**src/design/fus_defs.svh**
```systemverilog
// Register map, field positions, reset values and levels of the serial status-flag block
// What this block does
// - 16-bit status: error counts high, flags low
// - writing 1 never sets a flag
// - clear by writing 0 after reading 1
// - framing and parity bits are read-only
// - reset and standby load 16'h0060
// - error flag on bad stop or parity
// - only the first stop bit is judged
// - receiver disable keeps the error flag
// - errored characters still enter receive FIFO
// - tx end when last bit sent, FIFO empty
// - tx end clears on transmit data write
// - tx low when draining reaches trigger level
// - tx low clears on refill above trigger
// - transmit FIFO holds sixteen bytes
// - transmit writes beyond room are discarded
// - transmit count in count register high byte
// - break: framing error, then zero framing error
// - after break, zero characters are not stored
// - break frame stored; resume after mark, new character
// - error bits follow the character at read-out
// - parity count 15:12, framing count 11:8
// - rx full when count reaches rx trigger
`ifndef FUS_DEFS_SVH
`define FUS_DEFS_SVH

`define FUS_ADDR_STATUS 8'h00
`define FUS_ADDR_COUNT 8'h04
`define FUS_ADDR_CONFIG 8'h08
`define FUS_ADDR_TXDATA 8'h0c
`define FUS_ADDR_RXDATA 8'h10

`define FUS_STATUS_RST 16'h0060
`define FUS_CFG_RST 7'h00
`define FUS_CLR_MASK 8'hf3

`define FUS_B_ER 7
`define FUS_B_TX_END_FLAG 6
`define FUS_B_TX_FIFO_LOW_FLAG 5
`define FUS_B_BRK 4
`define FUS_B_RDF 1
`define FUS_B_DR 0

`define FUS_CFG_RXEN 6
`define FUS_CFG_ODD 5
`define FUS_CFG_PAREN 4

`define FUS_FIFO_DEPTH 5'd16

`define FUS_TTRG_L0 5'd8
`define FUS_TTRG_L1 5'd4
`define FUS_TTRG_L2 5'd2
`define FUS_TTRG_L3 5'd1
`define FUS_RTRG_L0 5'd1
`define FUS_RTRG_L1 5'd4
`define FUS_RTRG_L2 5'd8
`define FUS_RTRG_L3 5'd14

`endif

```
**src/design/fus_pkg.sv**
```systemverilog
// Types shared by the serial status-flag block
package fus_pkg;

  typedef enum logic [1:0] {
    FUS_BRK_IDLE,
    FUS_BRK_FE_SEEN,
    FUS_BRK_HOLD
  } fus_brk_type;

  typedef struct packed {
    logic line_s1;
    logic line_s2;
    logic [7:0] flags;
    logic [7:0] arm;
    logic [6:0] cfg;
    logic [4:0] tx_cnt;
    fus_brk_type brk_st;
    logic pready;
    logic pslverr;
    logic [31:0] prdata;
    logic tx_push;
    logic [7:0] tx_push_data;
    logic rx_push;
    logic [7:0] rx_push_data;
    logic rx_push_fe;
    logic rx_push_pe;
    logic rx_pop;
  } fus_state_type;

  typedef struct packed {
    logic [15:0] fe_mem;
    logic [15:0] pe_mem;
    logic [3:0] rd_ptr;
    logic [3:0] wr_ptr;
    logic [4:0] cnt;
    logic [4:0] fe_cnt;
    logic [4:0] pe_cnt;
  } fus_tag_type;

endpackage

```
**src/design/fus_status.sv**
```systemverilog
// Status flags, error counts and FIFO counts of a FIFO serial port, reached over APB
`timescale 1ns/1ps
`default_nettype none
`include "fus_defs.svh"
module fus_status (
  input wire logic pclk,
  input wire logic presetn,
  input wire logic ce,
  input wire logic standby,
  input wire logic psel,
  input wire logic penable,
  input wire logic pwrite,
  input wire logic [7:0] paddr,
  input wire logic [31:0] pwdata,
  output logic [31:0] prdata,
  output logic pready,
  output logic pslverr,
  input wire logic rx_line,
  input wire logic rx_frame,
  input wire logic [7:0] rx_data,
  input wire logic rx_parity,
  input wire logic rx_first_stop,
  input wire logic rx_idle_tick,
  input wire logic [7:0] rx_fifo_rdata,
  output logic rx_push,
  output logic [7:0] rx_push_data,
  output logic rx_pop,
  input wire logic tx_load,
  input wire logic tx_done,
  output logic tx_push,
  output logic [7:0] tx_push_data,
  output logic rx_enable,
  output logic tx_fifo_low
);
  import fus_pkg::*;

  fus_state_type s_q, s_d;

  logic [4:0] rx_cnt, fe_cnt, pe_cnt;
  logic head_fe, head_pe;
  logic acc, wr_done, rd_done, setup;
  logic tx_wr, tx_take, tx_dec;
  logic [4:0] tx_next, tx_lvl, rx_lvl;
  logic frame_ok, fe, pe, brk_now, suppress;
  logic [7:0] set_v, clr_v;
  logic [15:0] status_view;

  function automatic logic [4:0] fus_tx_level(input logic [1:0] sel);
    logic [4:0] lvl;
    lvl = `FUS_TTRG_L0;
    unique case (sel)
      2'd0: lvl = `FUS_TTRG_L0;
      2'd1: lvl = `FUS_TTRG_L1;
      2'd2: lvl = `FUS_TTRG_L2;
      2'd3: lvl = `FUS_TTRG_L3;
    endcase
    return lvl;
  endfunction

  function automatic logic [4:0] fus_rx_level(input logic [1:0] sel);
    logic [4:0] lvl;
    lvl = `FUS_RTRG_L0;
    unique case (sel)
      2'd0: lvl = `FUS_RTRG_L0;
      2'd1: lvl = `FUS_RTRG_L1;
      2'd2: lvl = `FUS_RTRG_L2;
      2'd3: lvl = `FUS_RTRG_L3;
    endcase
    return lvl;
  endfunction

  // the 4-bit count fields cannot show a full FIFO of errors, so they stick at 15
  function automatic logic [3:0] fus_sat(input logic [4:0] c);
    return c[4] ? 4'hf : c[3:0];
  endfunction

  function automatic logic fus_mapped(input logic [7:0] a);
    return (a == `FUS_ADDR_STATUS) || (a == `FUS_ADDR_COUNT) || (a == `FUS_ADDR_CONFIG) ||
           (a == `FUS_ADDR_TXDATA) || (a == `FUS_ADDR_RXDATA);
  endfunction

  fus_err_tags u_tags (
    .pclk(pclk),
    .presetn(presetn),
    .ce(ce),
    .flush(standby),
    .push(s_q.rx_push),
    .push_fe(s_q.rx_push_fe),
    .push_pe(s_q.rx_push_pe),
    .pop(s_q.rx_pop),
    .count(rx_cnt),
    .fe_count(fe_cnt),
    .pe_count(pe_cnt),
    .head_fe(head_fe),
    .head_pe(head_pe)
  );

  // bus: one wait state, the transfer completes on the edge that sees pready high
  assign setup = ce & psel & penable & ~s_q.pready;
  assign acc = ce & psel & penable & s_q.pready;
  assign wr_done = acc & pwrite;
  assign rd_done = acc & ~pwrite;

  assign tx_lvl = fus_tx_level(s_q.cfg[1:0]);
  assign rx_lvl = fus_rx_level(s_q.cfg[3:2]);

  assign tx_wr = wr_done & (paddr == `FUS_ADDR_TXDATA);
  assign tx_take = tx_wr & (s_q.tx_cnt < `FUS_FIFO_DEPTH);
  assign tx_dec = ce & tx_load & (s_q.tx_cnt != 5'd0);
  assign tx_next = s_q.tx_cnt + {4'd0, tx_take} - {4'd0, tx_dec};

  // frames are ignored while the receiver is off, so the error and break flags simply hold
  assign frame_ok = ce & rx_frame & s_q.cfg[`FUS_CFG_RXEN];
  // a second stop bit, when configured, never reaches this block
  assign fe = ~rx_first_stop;
  assign pe = s_q.cfg[`FUS_CFG_PAREN] & (^{rx_data, rx_parity} ^ s_q.cfg[`FUS_CFG_ODD]);
  assign brk_now = frame_ok & (s_q.brk_st == FUS_BRK_FE_SEEN) & fe & (rx_data == 8'h00);
  assign suppress = s_q.brk_st == FUS_BRK_HOLD;

  assign status_view = {fus_sat(pe_cnt), fus_sat(fe_cnt), s_q.flags[7:4], head_fe, head_pe,
                        s_q.flags[1:0]};

  always_comb begin
    set_v = 8'h00;
    set_v[`FUS_B_ER] = frame_ok & (fe | pe);
    set_v[`FUS_B_TX_END_FLAG] = ce & tx_done & (tx_next == 5'd0);
    set_v[`FUS_B_TX_FIFO_LOW_FLAG] = tx_dec & (tx_next <= tx_lvl);
    set_v[`FUS_B_BRK] = brk_now;
    set_v[`FUS_B_RDF] = ce & (rx_cnt >= rx_lvl);
    set_v[`FUS_B_DR] = ce & rx_idle_tick & (rx_cnt != 5'd0) & (rx_cnt < rx_lvl);
  end

  always_comb begin
    clr_v = 8'h00;
    // only armed bits written as 0 clear; a written 1 does nothing
    if (wr_done && (paddr == `FUS_ADDR_STATUS)) begin
      clr_v = s_q.arm & ~pwdata[7:0] & `FUS_CLR_MASK;
    end
    clr_v[`FUS_B_TX_END_FLAG] = clr_v[`FUS_B_TX_END_FLAG] | tx_wr;
    clr_v[`FUS_B_TX_FIFO_LOW_FLAG] = clr_v[`FUS_B_TX_FIFO_LOW_FLAG] | (tx_take & (tx_next > tx_lvl));
  end

  always_comb begin
    s_d = s_q;
    s_d.line_s1 = rx_line;
    s_d.line_s2 = s_q.line_s1;

    s_d.pready = 1'b0;
    if (setup) begin
      s_d.pready = 1'b1;
      s_d.pslverr = ~fus_mapped(paddr);
      unique case (paddr)
        `FUS_ADDR_STATUS: s_d.prdata = {16'h0000, status_view};
        `FUS_ADDR_COUNT: s_d.prdata = {16'h0000, 3'b000, s_q.tx_cnt, 3'b000, rx_cnt};
        `FUS_ADDR_CONFIG: s_d.prdata = {25'h0000000, s_q.cfg};
        `FUS_ADDR_RXDATA: s_d.prdata = {24'h000000, rx_fifo_rdata};
        default: s_d.prdata = 32'h00000000;
      endcase
    end

    if (wr_done && (paddr == `FUS_ADDR_CONFIG)) begin
      s_d.cfg = pwdata[6:0];
    end
    s_d.rx_pop = rd_done & (paddr == `FUS_ADDR_RXDATA);

    s_d.tx_push = tx_take;
    if (tx_take) begin
      s_d.tx_push_data = pwdata[7:0];
    end
    s_d.tx_cnt = tx_next;

    // errored characters are stored too; only a running break holds frames back
    s_d.rx_push = frame_ok & ~suppress;
    if (frame_ok) begin
      s_d.rx_push_data = rx_data;
      s_d.rx_push_fe = fe;
      s_d.rx_push_pe = pe;
    end

    if (frame_ok) begin
      unique case (s_q.brk_st)
        FUS_BRK_IDLE: begin
          if (fe) begin
            s_d.brk_st = FUS_BRK_FE_SEEN;
          end
        end
        FUS_BRK_FE_SEEN: begin
          if (brk_now) begin
            s_d.brk_st = FUS_BRK_HOLD;
          end else if (!fe) begin
            s_d.brk_st = FUS_BRK_IDLE;
          end
        end
        FUS_BRK_HOLD: s_d.brk_st = FUS_BRK_HOLD;
        default: s_d.brk_st = FUS_BRK_IDLE;
      endcase
    end else if (suppress && s_q.line_s2) begin
      // line back at mark: the next character received is stored again
      s_d.brk_st = FUS_BRK_IDLE;
    end

    // a hardware set in the same cycle as a clear wins
    s_d.flags = ((s_q.flags & ~clr_v) | set_v) & `FUS_CLR_MASK;
    // a bit is armed only when it was returned as 1 by a completed status read
    if (rd_done && (paddr == `FUS_ADDR_STATUS)) begin
      s_d.arm = s_q.arm | (s_q.prdata[7:0] & s_q.flags & `FUS_CLR_MASK);
    end
    s_d.arm = s_d.arm & s_d.flags;

    if (standby) begin
      s_d.flags = 8'(`FUS_STATUS_RST);
      s_d.arm = 8'h00;
      s_d.cfg = `FUS_CFG_RST;
      s_d.tx_cnt = 5'd0;
      s_d.brk_st = FUS_BRK_IDLE;
      s_d.tx_push = 1'b0;
      s_d.rx_push = 1'b0;
      s_d.rx_pop = 1'b0;
    end
  end

  always_ff @(posedge pclk or negedge presetn) begin
    if (!presetn) begin
      s_q <= '0;
      s_q.flags <= 8'(`FUS_STATUS_RST);
      s_q.cfg <= `FUS_CFG_RST;
    end else if (ce) begin
      s_q <= s_d;
    end
  end

  assign prdata = s_q.prdata;
  assign pready = s_q.pready;
  assign pslverr = s_q.pslverr;
  assign rx_push = s_q.rx_push;
  assign rx_push_data = s_q.rx_push_data;
  assign rx_pop = s_q.rx_pop;
  assign tx_push = s_q.tx_push;
  assign tx_push_data = s_q.tx_push_data;
  assign rx_enable = s_q.cfg[`FUS_CFG_RXEN];
  assign tx_fifo_low = s_q.flags[`FUS_B_TX_FIFO_LOW_FLAG];
endmodule
`default_nettype wire

```
**src/design/fus_err_tags.sv**
```systemverilog
// Error tags of the characters held in the receive FIFO, with running counts
`timescale 1ns/1ps
`default_nettype none
`include "fus_defs.svh"
module fus_err_tags (
  input wire logic pclk,
  input wire logic presetn,
  input wire logic ce,
  input wire logic flush,
  input wire logic push,
  input wire logic push_fe,
  input wire logic push_pe,
  input wire logic pop,
  output logic [4:0] count,
  output logic [4:0] fe_count,
  output logic [4:0] pe_count,
  output logic head_fe,
  output logic head_pe
);
  import fus_pkg::*;

  fus_tag_type t_q, t_d;
  logic do_push, do_pop;

  assign do_push = push & (t_q.cnt < `FUS_FIFO_DEPTH);
  assign do_pop = pop & (t_q.cnt != 5'd0);

  always_comb begin
    t_d = t_q;
    if (do_push) begin
      t_d.fe_mem[t_q.wr_ptr] = push_fe;
      t_d.pe_mem[t_q.wr_ptr] = push_pe;
      t_d.wr_ptr = t_q.wr_ptr + 4'd1;
    end
    if (do_pop) begin
      t_d.rd_ptr = t_q.rd_ptr + 4'd1;
    end
    // counts rise with what enters and fall with what the reader takes away
    t_d.cnt = t_q.cnt + {4'd0, do_push} - {4'd0, do_pop};
    t_d.fe_cnt = t_q.fe_cnt + {4'd0, do_push & push_fe} - {4'd0, do_pop & t_q.fe_mem[t_q.rd_ptr]};
    t_d.pe_cnt = t_q.pe_cnt + {4'd0, do_push & push_pe} - {4'd0, do_pop & t_q.pe_mem[t_q.rd_ptr]};
    if (flush) begin
      t_d = '0;
    end
  end

  always_ff @(posedge pclk or negedge presetn) begin
    if (!presetn) begin
      t_q <= '0;
    end else if (ce) begin
      t_q <= t_d;
    end
  end

  assign count = t_q.cnt;
  assign fe_count = t_q.fe_cnt;
  assign pe_count = t_q.pe_cnt;
  // an empty FIFO shows no error for the character being read out
  assign head_fe = t_q.fe_mem[t_q.rd_ptr] & (t_q.cnt != 5'd0);
  assign head_pe = t_q.pe_mem[t_q.rd_ptr] & (t_q.cnt != 5'd0);

endmodule
`default_nettype wire

```
**config.mk**
```make
export PLATFORM = sky130hd
export DESIGN_NAME = fus_status
export DESIGN_NICKNAME = d
export VERILOG_FILES = /design/src/design/fus_pkg.sv /design/src/design/fus_status.sv /design/src/design/fus_err_tags.sv
export VERILOG_INCLUDE_DIRS = /design/src /design/src/design
export SDC_FILE = /design/constraint.sdc
export NUM_CORES = 1
export LEC_CHECK = 0
export ABC_AREA = 1
export BUFFER_PORTS_ARGS = -buffer_cell sky130_fd_sc_hd__clkbuf_2
export CAP_MARGIN = 15
export CORE_ASPECT_RATIO = 1.25
export CORE_MARGIN = 2
export CORE_UTILIZATION = 40
export CTS_CLUSTER_DIAMETER = 150
export CTS_CLUSTER_SIZE = 10
export DETAILED_ROUTE_END_ITERATION = 7
export GPL_TIMING_DRIVEN = 1
export PLACE_DENSITY_LB_ADDON = 0.12
export SYNTH_ARGS = -nofsm -noshare
export SYNTH_HDL_FRONTEND = slang
export SYNTH_SLANG_ARGS = --single-unit
```
**constraint.sdc**
```tcl
create_clock -name pclk -period 3.72 [get_ports pclk]
set_clock_uncertainty 0.2 [all_clocks]
set_input_delay 0.186 -clock pclk [delete_from_list [all_inputs] [get_ports pclk]]
set_output_delay 0.186 -clock pclk [all_outputs]
set_load 0.005 [all_outputs]
```
==> Word-level counts from Yosys, hierarchy flattened <==
Index checks and enable logic that the tools add are counted.
{ "totals": {"output_inout_bits": 55, "register_bits": 142} }
{ "classes": {"magnitude_cmp": 9, "bitwise_logic": 52, "n_reduce_logical": 29, "n_eq_ne": 14, "addsub": 10, "mux": 31} }
{ "ops": {"columns": ["op", "n"], "rows": [
  ["$pmux W16 S4", 1],
  ["$mux W55", 1],
  ["$pmux W5 S4", 2],
  ["$and A1 B1 Y1", 35],
  ["$mux W34", 1],
  ["$and A8 B8 Y8", 4],
  ["$bwmux W16", 2],
  ["$mux W32", 1],
  ["$mux W30", 1],
  ["$add A5 B1 Y5", 4],
  ["$sub A5 B1 Y5", 4],
  ["$eq A8 B4 Y1 const B", 2],
  ["$logic_not A8 Y1", 2],
  ["$mux W4", 4],
  ["$mux W8", 2],
  ["$not A8 Y8", 2],
  ["$or A8 B8 Y8", 2],
  ["$reduce_and A2 Y1", 6],
  ["$eq A2 B2 Y1 const B", 5],
  ["$lt A4 B5 Y1 const B", 2],
  ["$lt A5 B5 Y1 const B", 2],
  ["$mux W2", 5],
  ["$reduce_bool A5 Y1", 2],
  ["$reduce_xor A9 Y1", 1],
  ["26 further kinds", 52]
]} }

==> Logic depth before layout (Yosys ltp) <==
{ "depth": {"ltp_word": 16, "depth_mapped": 23} }

==> By module <==
A second synthesis with hierarchy kept.
{ "hier_totals": {"hier_cells": 987, "area_unflattened_um2": 7676.1} }
{ "modules_own_cells": {"columns": ["mod", "cells_per_inst", "area_per_inst_um2", "n_inst"], "rows": [
  ["fus_status", 539, 4186.5, 1],
  ["fus_err_tags", 448, 3489.6, 1]
]} }

==> Least setup slack after synthesis <==
No wires, ideal clock.
{ "synth_path": {"path_kind": "flip-flop to flip-flop", "startpoint": "reg s_q (netlist bit pready)", "endpoint": "reg s_q[74] (netlist bit)", "path_stages_with_launch": 20, "t_arrival_ps": 2729, "setup_time_ps": 116, "path_slack_ps": 674, "required_time_ps": 3404, "path_cell_list": "dfrtp_1 -> nand4_1 -> nor2_4 -> nand3_1 -> ha_1 -> inv_1 -> ha_1 -> inv_1 -> fa_1 -> inv_1 -> ha_1 -> nand2_1 -> nor2_1 -> nand2_1 -> nand3_1 -> nand2_1 -> nand2_1 -> nand2_1 -> nand2_1 -> nand2_1"} }
{ "synth_via": {"elab_chain_cells": 14, "word_cells_on_any_way": 21, "cone_classes": "2 x add/sub; 2 x order compare; 3 x mux; 12 x bitwise; 2 x reduce/logical"} }
{ "synth_lines": {"columns": ["element", "line", "text"], "rows": [
  ["start, declared", "fus_status.sv:37", "fus_state_type s_q, s_d;"],
  ["$and A1 B1 Y1 (*)", "fus_status.sv:100", "assign acc = ce & psel & penable & s_q.pready;"],
  ["$and A1 B1 Y1", "fus_status.sv:101", "assign wr_done = acc & pwrite;"],
  ["$and A1 B1 Y1", "fus_status.sv:107", "assign tx_wr = wr_done & (paddr == `FUS_ADDR_TXDATA);"],
  ["$and A1 B1 Y1", "fus_status.sv:108", "assign tx_take = tx_wr & (s_q.tx_cnt < `FUS_FIFO_DEPTH);"],
  ["$add A5 B1 Y5", "fus_status.sv:110", "assign tx_next = s_q.tx_cnt + {4'd0, tx_take} - {4'd0, tx_dec};"],
  ["$sub A5 B1 Y5", "fus_status.sv:110", null],
  ["$gt A5 B5 Y1", "fus_status.sv:140", "clr_v[`FUS_B_TX_FIFO_LOW_FLAG] = clr_v[`FUS_B_TX_FIFO_LOW_FLAG] | (tx_take & (tx_next > tx_lvl));"],
  ["$and A1 B1 Y1", "fus_status.sv:140", null],
  ["$or A1 B1 Y1", "fus_status.sv:140", null],
  ["$not A8 Y8", "fus_status.sv:203", "s_d.flags = ((s_q.flags & ~clr_v) | set_v) & `FUS_CLR_MASK;"],
  ["$and A8 B8 Y8", "fus_status.sv:203", null],
  ["$or A8 B8 Y8", "fus_status.sv:203", null],
  ["$and A8 B8 Y8 (*)", "fus_status.sv:208", "s_d.arm = s_d.arm & s_d.flags;"],
  ["$mux W30 (*)", "fus_status.sv:210", "if (standby) begin"]
]} }
Mark *: on every way between the ends. The rest lies on a longest branch, timed or not.
A chain may end at the register's enable or synchronous reset.

==> Final worst setup path <==
Same ends and word-level chain as after synthesis.

==> run_results.csv <==
group,metric,value,unit
global_route,overflow,0,
global_route,groute.usage.overall,20.45,%
detailed_routing,avgRoutedWirePerCell,15.17,µm
floorplan,die-width,125.2,µm
clocking,clk_pin_slew,60,ps
floorplan,die-area,19470,µm²
setup_path,worstSetupPathType,"flip-flop to flip-flop",
global_route,grt_start_max_net_pins,103,
setup_path,crit_arrival,3420,ps
placed_design,dp_hpwl,13.82,mm
sta,rsz0062_at_grt,"no",
pwr,power.leakage,4.274,nW
setup_path,cp.required,3820,ps
logic_synthesis,synth_seq_cells,122,
clocking,root_buffer,"clkbuf_16",
finish,areaGrowthSynthToFinish,16.37,%
global_route,grt_pass1_vias,6214,
logic_synthesis,yosysWarnings,0,
logic_synthesis,yosysUniqueCellTypes,44,
clocking,cts_tree,"done",
setup_path,worst-r2r-setup-slack,410,ps
global_route,antenna_found_initial,0,
detailed_routing,routed_wl,18.90,mm
flow_run,drv_cap,0,
placed_design,gp_congestion,0.8072,
placed_design,dp_cells,1189,
clocking,cts_max_level,4,
finish,diodes,0,
floorplan,rows,55,
logic_synthesis,async_flop_share,100.0,%
logic_synthesis,ys.flop_type,"dfrtp_1",
clocking,cts_sinks,122,
detailed_routing,drtIter0Drc,386,
detailed_routing,antenna_left,0,
finish,drive_above_1_share,16.31,%
detailed_routing,drt_pass1_iterations,5,
logic_synthesis,synth.largest_area_cell,"dfrtp_1",
hold_path,hold_path.class,"input pin to asynchronous set/reset pin",
sta,final-hold-violation-count,0,
pwr,vdd_drop_max,0.2882,mV
clocking,numCtsBuffers,17,
sta,min_period,3314,ps
logic_synthesis,synth.avg_cell_area,7.931,µm²
floorplan,core,18030,µm²
logic_synthesis,synth_common_cells,"nand2_1 (190), inv_1 (129), dfrtp_1 (120)",
clocking,clock_path_buffers,2,
logic_synthesis,yosys.cell_count.top_type,"nand2_1",
pwr,p_per_area,438.1,nW/µm²
detailed_routing,vias_per_cell,4.988,
setup_path,end_kind,"flip-flop",
logic_synthesis,syn-cell-area,7345,µm²
detailed_routing,num_vias,6215,
sta,fin_tns_setup,0,ps
floorplan,io_pins,125,
floorplan,start_util,40.74,%
setup_path,cp-start-kind,"flip-flop",
sta,hold_slack,14.28,ps
logic_synthesis,synth-seq-area-share,41.60,%
sta,setup_violations,0,
sta,fin_crit_sh,89.10,%
pwr,totalPowerFinal,3.744,mW
finish,finalNetCount,1116,
finish,finalNonFillerCells,1246,
logic_synthesis,synth_top_area_share,40.89,%
global_route,grt_first_pass_wirelength,31.80,mm
setup_path,critPathMaxFanout,4,
sta,finalMaxSlewViolations,0,
sta,max_freq,301.7,MHz
sta,worstMarginPinSlew,596.2,ps
logic_synthesis,syn_inst,926,
sta,slew_headroom,60.21,%
status,status,"complete, no violations",
setup_path,rr_worst_depth,19,
clocking,insertion_delay,410,ps
floorplan,die_h,155.5,µm
detailed_routing,drcViolationCount,0,
placed_design,numPortBuffers,84,
logic_synthesis,synth.area.top_cells,"dfrtp_1 (41%), nand2_1 (9.7%), inv_1 (6.6%)",
logic_synthesis,synth_enable_flop_cells,0,
repair_timing:
item	4_1_cts	5_1_grt
hold endpoints to repair	153	0
resized for setup	0	0
hold buffers	24	0
endpoints found under the setup margin	0	2
buffers inserted	0	2
layer usage:
metal | vias to the layer above | wire length (µm) | global-route usage, %
li1 | 3127 | - | -
met1 | 2921 | 8478 | 26.93
met5 | - | 0 | 0
met2 | 142 | 9333 | 34.47
met4 | 0 | 316 | 6.455
met3 | 25 | 771 | 3.508
layout by cell type (no fill, tap or decap), types with 17 or more instances in the layout:
cell           count
a21oi_1           30
clkbuf_16         17
clkbuf_2          83
dfrtp_1          120
dlygate4sd3_1     24
ha_1              36
inv_1            129
nand2_1          190
nand3_1           65
nor2_1            44
o21ai_0           88
o21ai_1           23
o22ai_1           32
flip-flops by register name, indices dropped and copies added (netlist names):
register / cells
tx_fifo_low: 1
pslverr: 1
u_tags.t_q: 40
u_tags.fe_count: 5
rx_push: 1
rx_pop: 1
u_tags.count: 5
tx_push: 1
rx_enable: 1
pready: 1
prdata: 16
tx_push_data: 8
s_q: 27
u_tags.pe_count: 5
rx_push_data: 8
s_d: 1
critical path, stage by stage, from the launching register on:
cell and delay [ps]:
dfrtp_1 440, nand4_1 190, nor2_4 190, nand3_1 150, ha_1 300, inv_1 50, ha_1 150, inv_1 50
fa_1 530, inv_1 60, ha_1 270, nand2_1 50, nor2_1 150, nand2_1 70, nand3_1 80, nand2_1 50
nand2_1 70, nand2_1 50, nand2_1 50, nand2_1 40
cell type report:
type	instances	area [µm²]
Sequential cell	122	3055
Inverter	146	550.5
Fill cell	1855	9483
Multi-Input combinational cell	603	3334
Clock inverter	11	148.9
Timing Repair Buffer	116	735.7
Tap cell	228	285.3
Clock buffer	20	436.7
final timing paths:
check / start / endpoint
worst max-delay path: pready / s_q[74]
worst min-delay path: presetn / prdata[12]
worst max register to register: pready / s_q[74]
worst min register to register: s_d[85] / s_d[85]
max in group asynchronous: presetn / u_tags.count[3]
min in group pclk: paddr[3] / prdata[10]
cells by family after synthesis:
logic type / after synthesis / share of synthesized area (%)
XOR/XNOR: 9 / 1.073
flip-flops: 122 / 41.60
other: 1 / 0.05106
buffers and inverters: 216 / 13.76
AO/OA/AOI/OAI: 197 / 14.94
adder cells (fa/ha/maj): 40 / 7.223
AND/OR/NAND/NOR: 341 / 21.35
through the flow:
step / util (%) / instance area [µm²] / worst slack [ps]
CTS: 47.32 / 8532 / 349.4
global route: 47.40 / 8547 / 25.06
floorplan: - / 7401 / 674.1
detailed placement: 42.74 / 7706 / 373.0
global placement: 42.74 / 7706 / 407.3
finish: 47.40 / 8547 / 405.5
power by group:
| group | total (mW) | internal [mW] | switching [mW] |
|---|---|---|---|
| clock | 1.66 | 1.05 | 0.612 |
| sequential | 1.42 | 1.38 | 0.0421 |
| combinational | 0.659 | 0.240 | 0.419 |
| total | 3.74 | 2.67 | 1.07 |
Power figures use the tool's default switching activity.
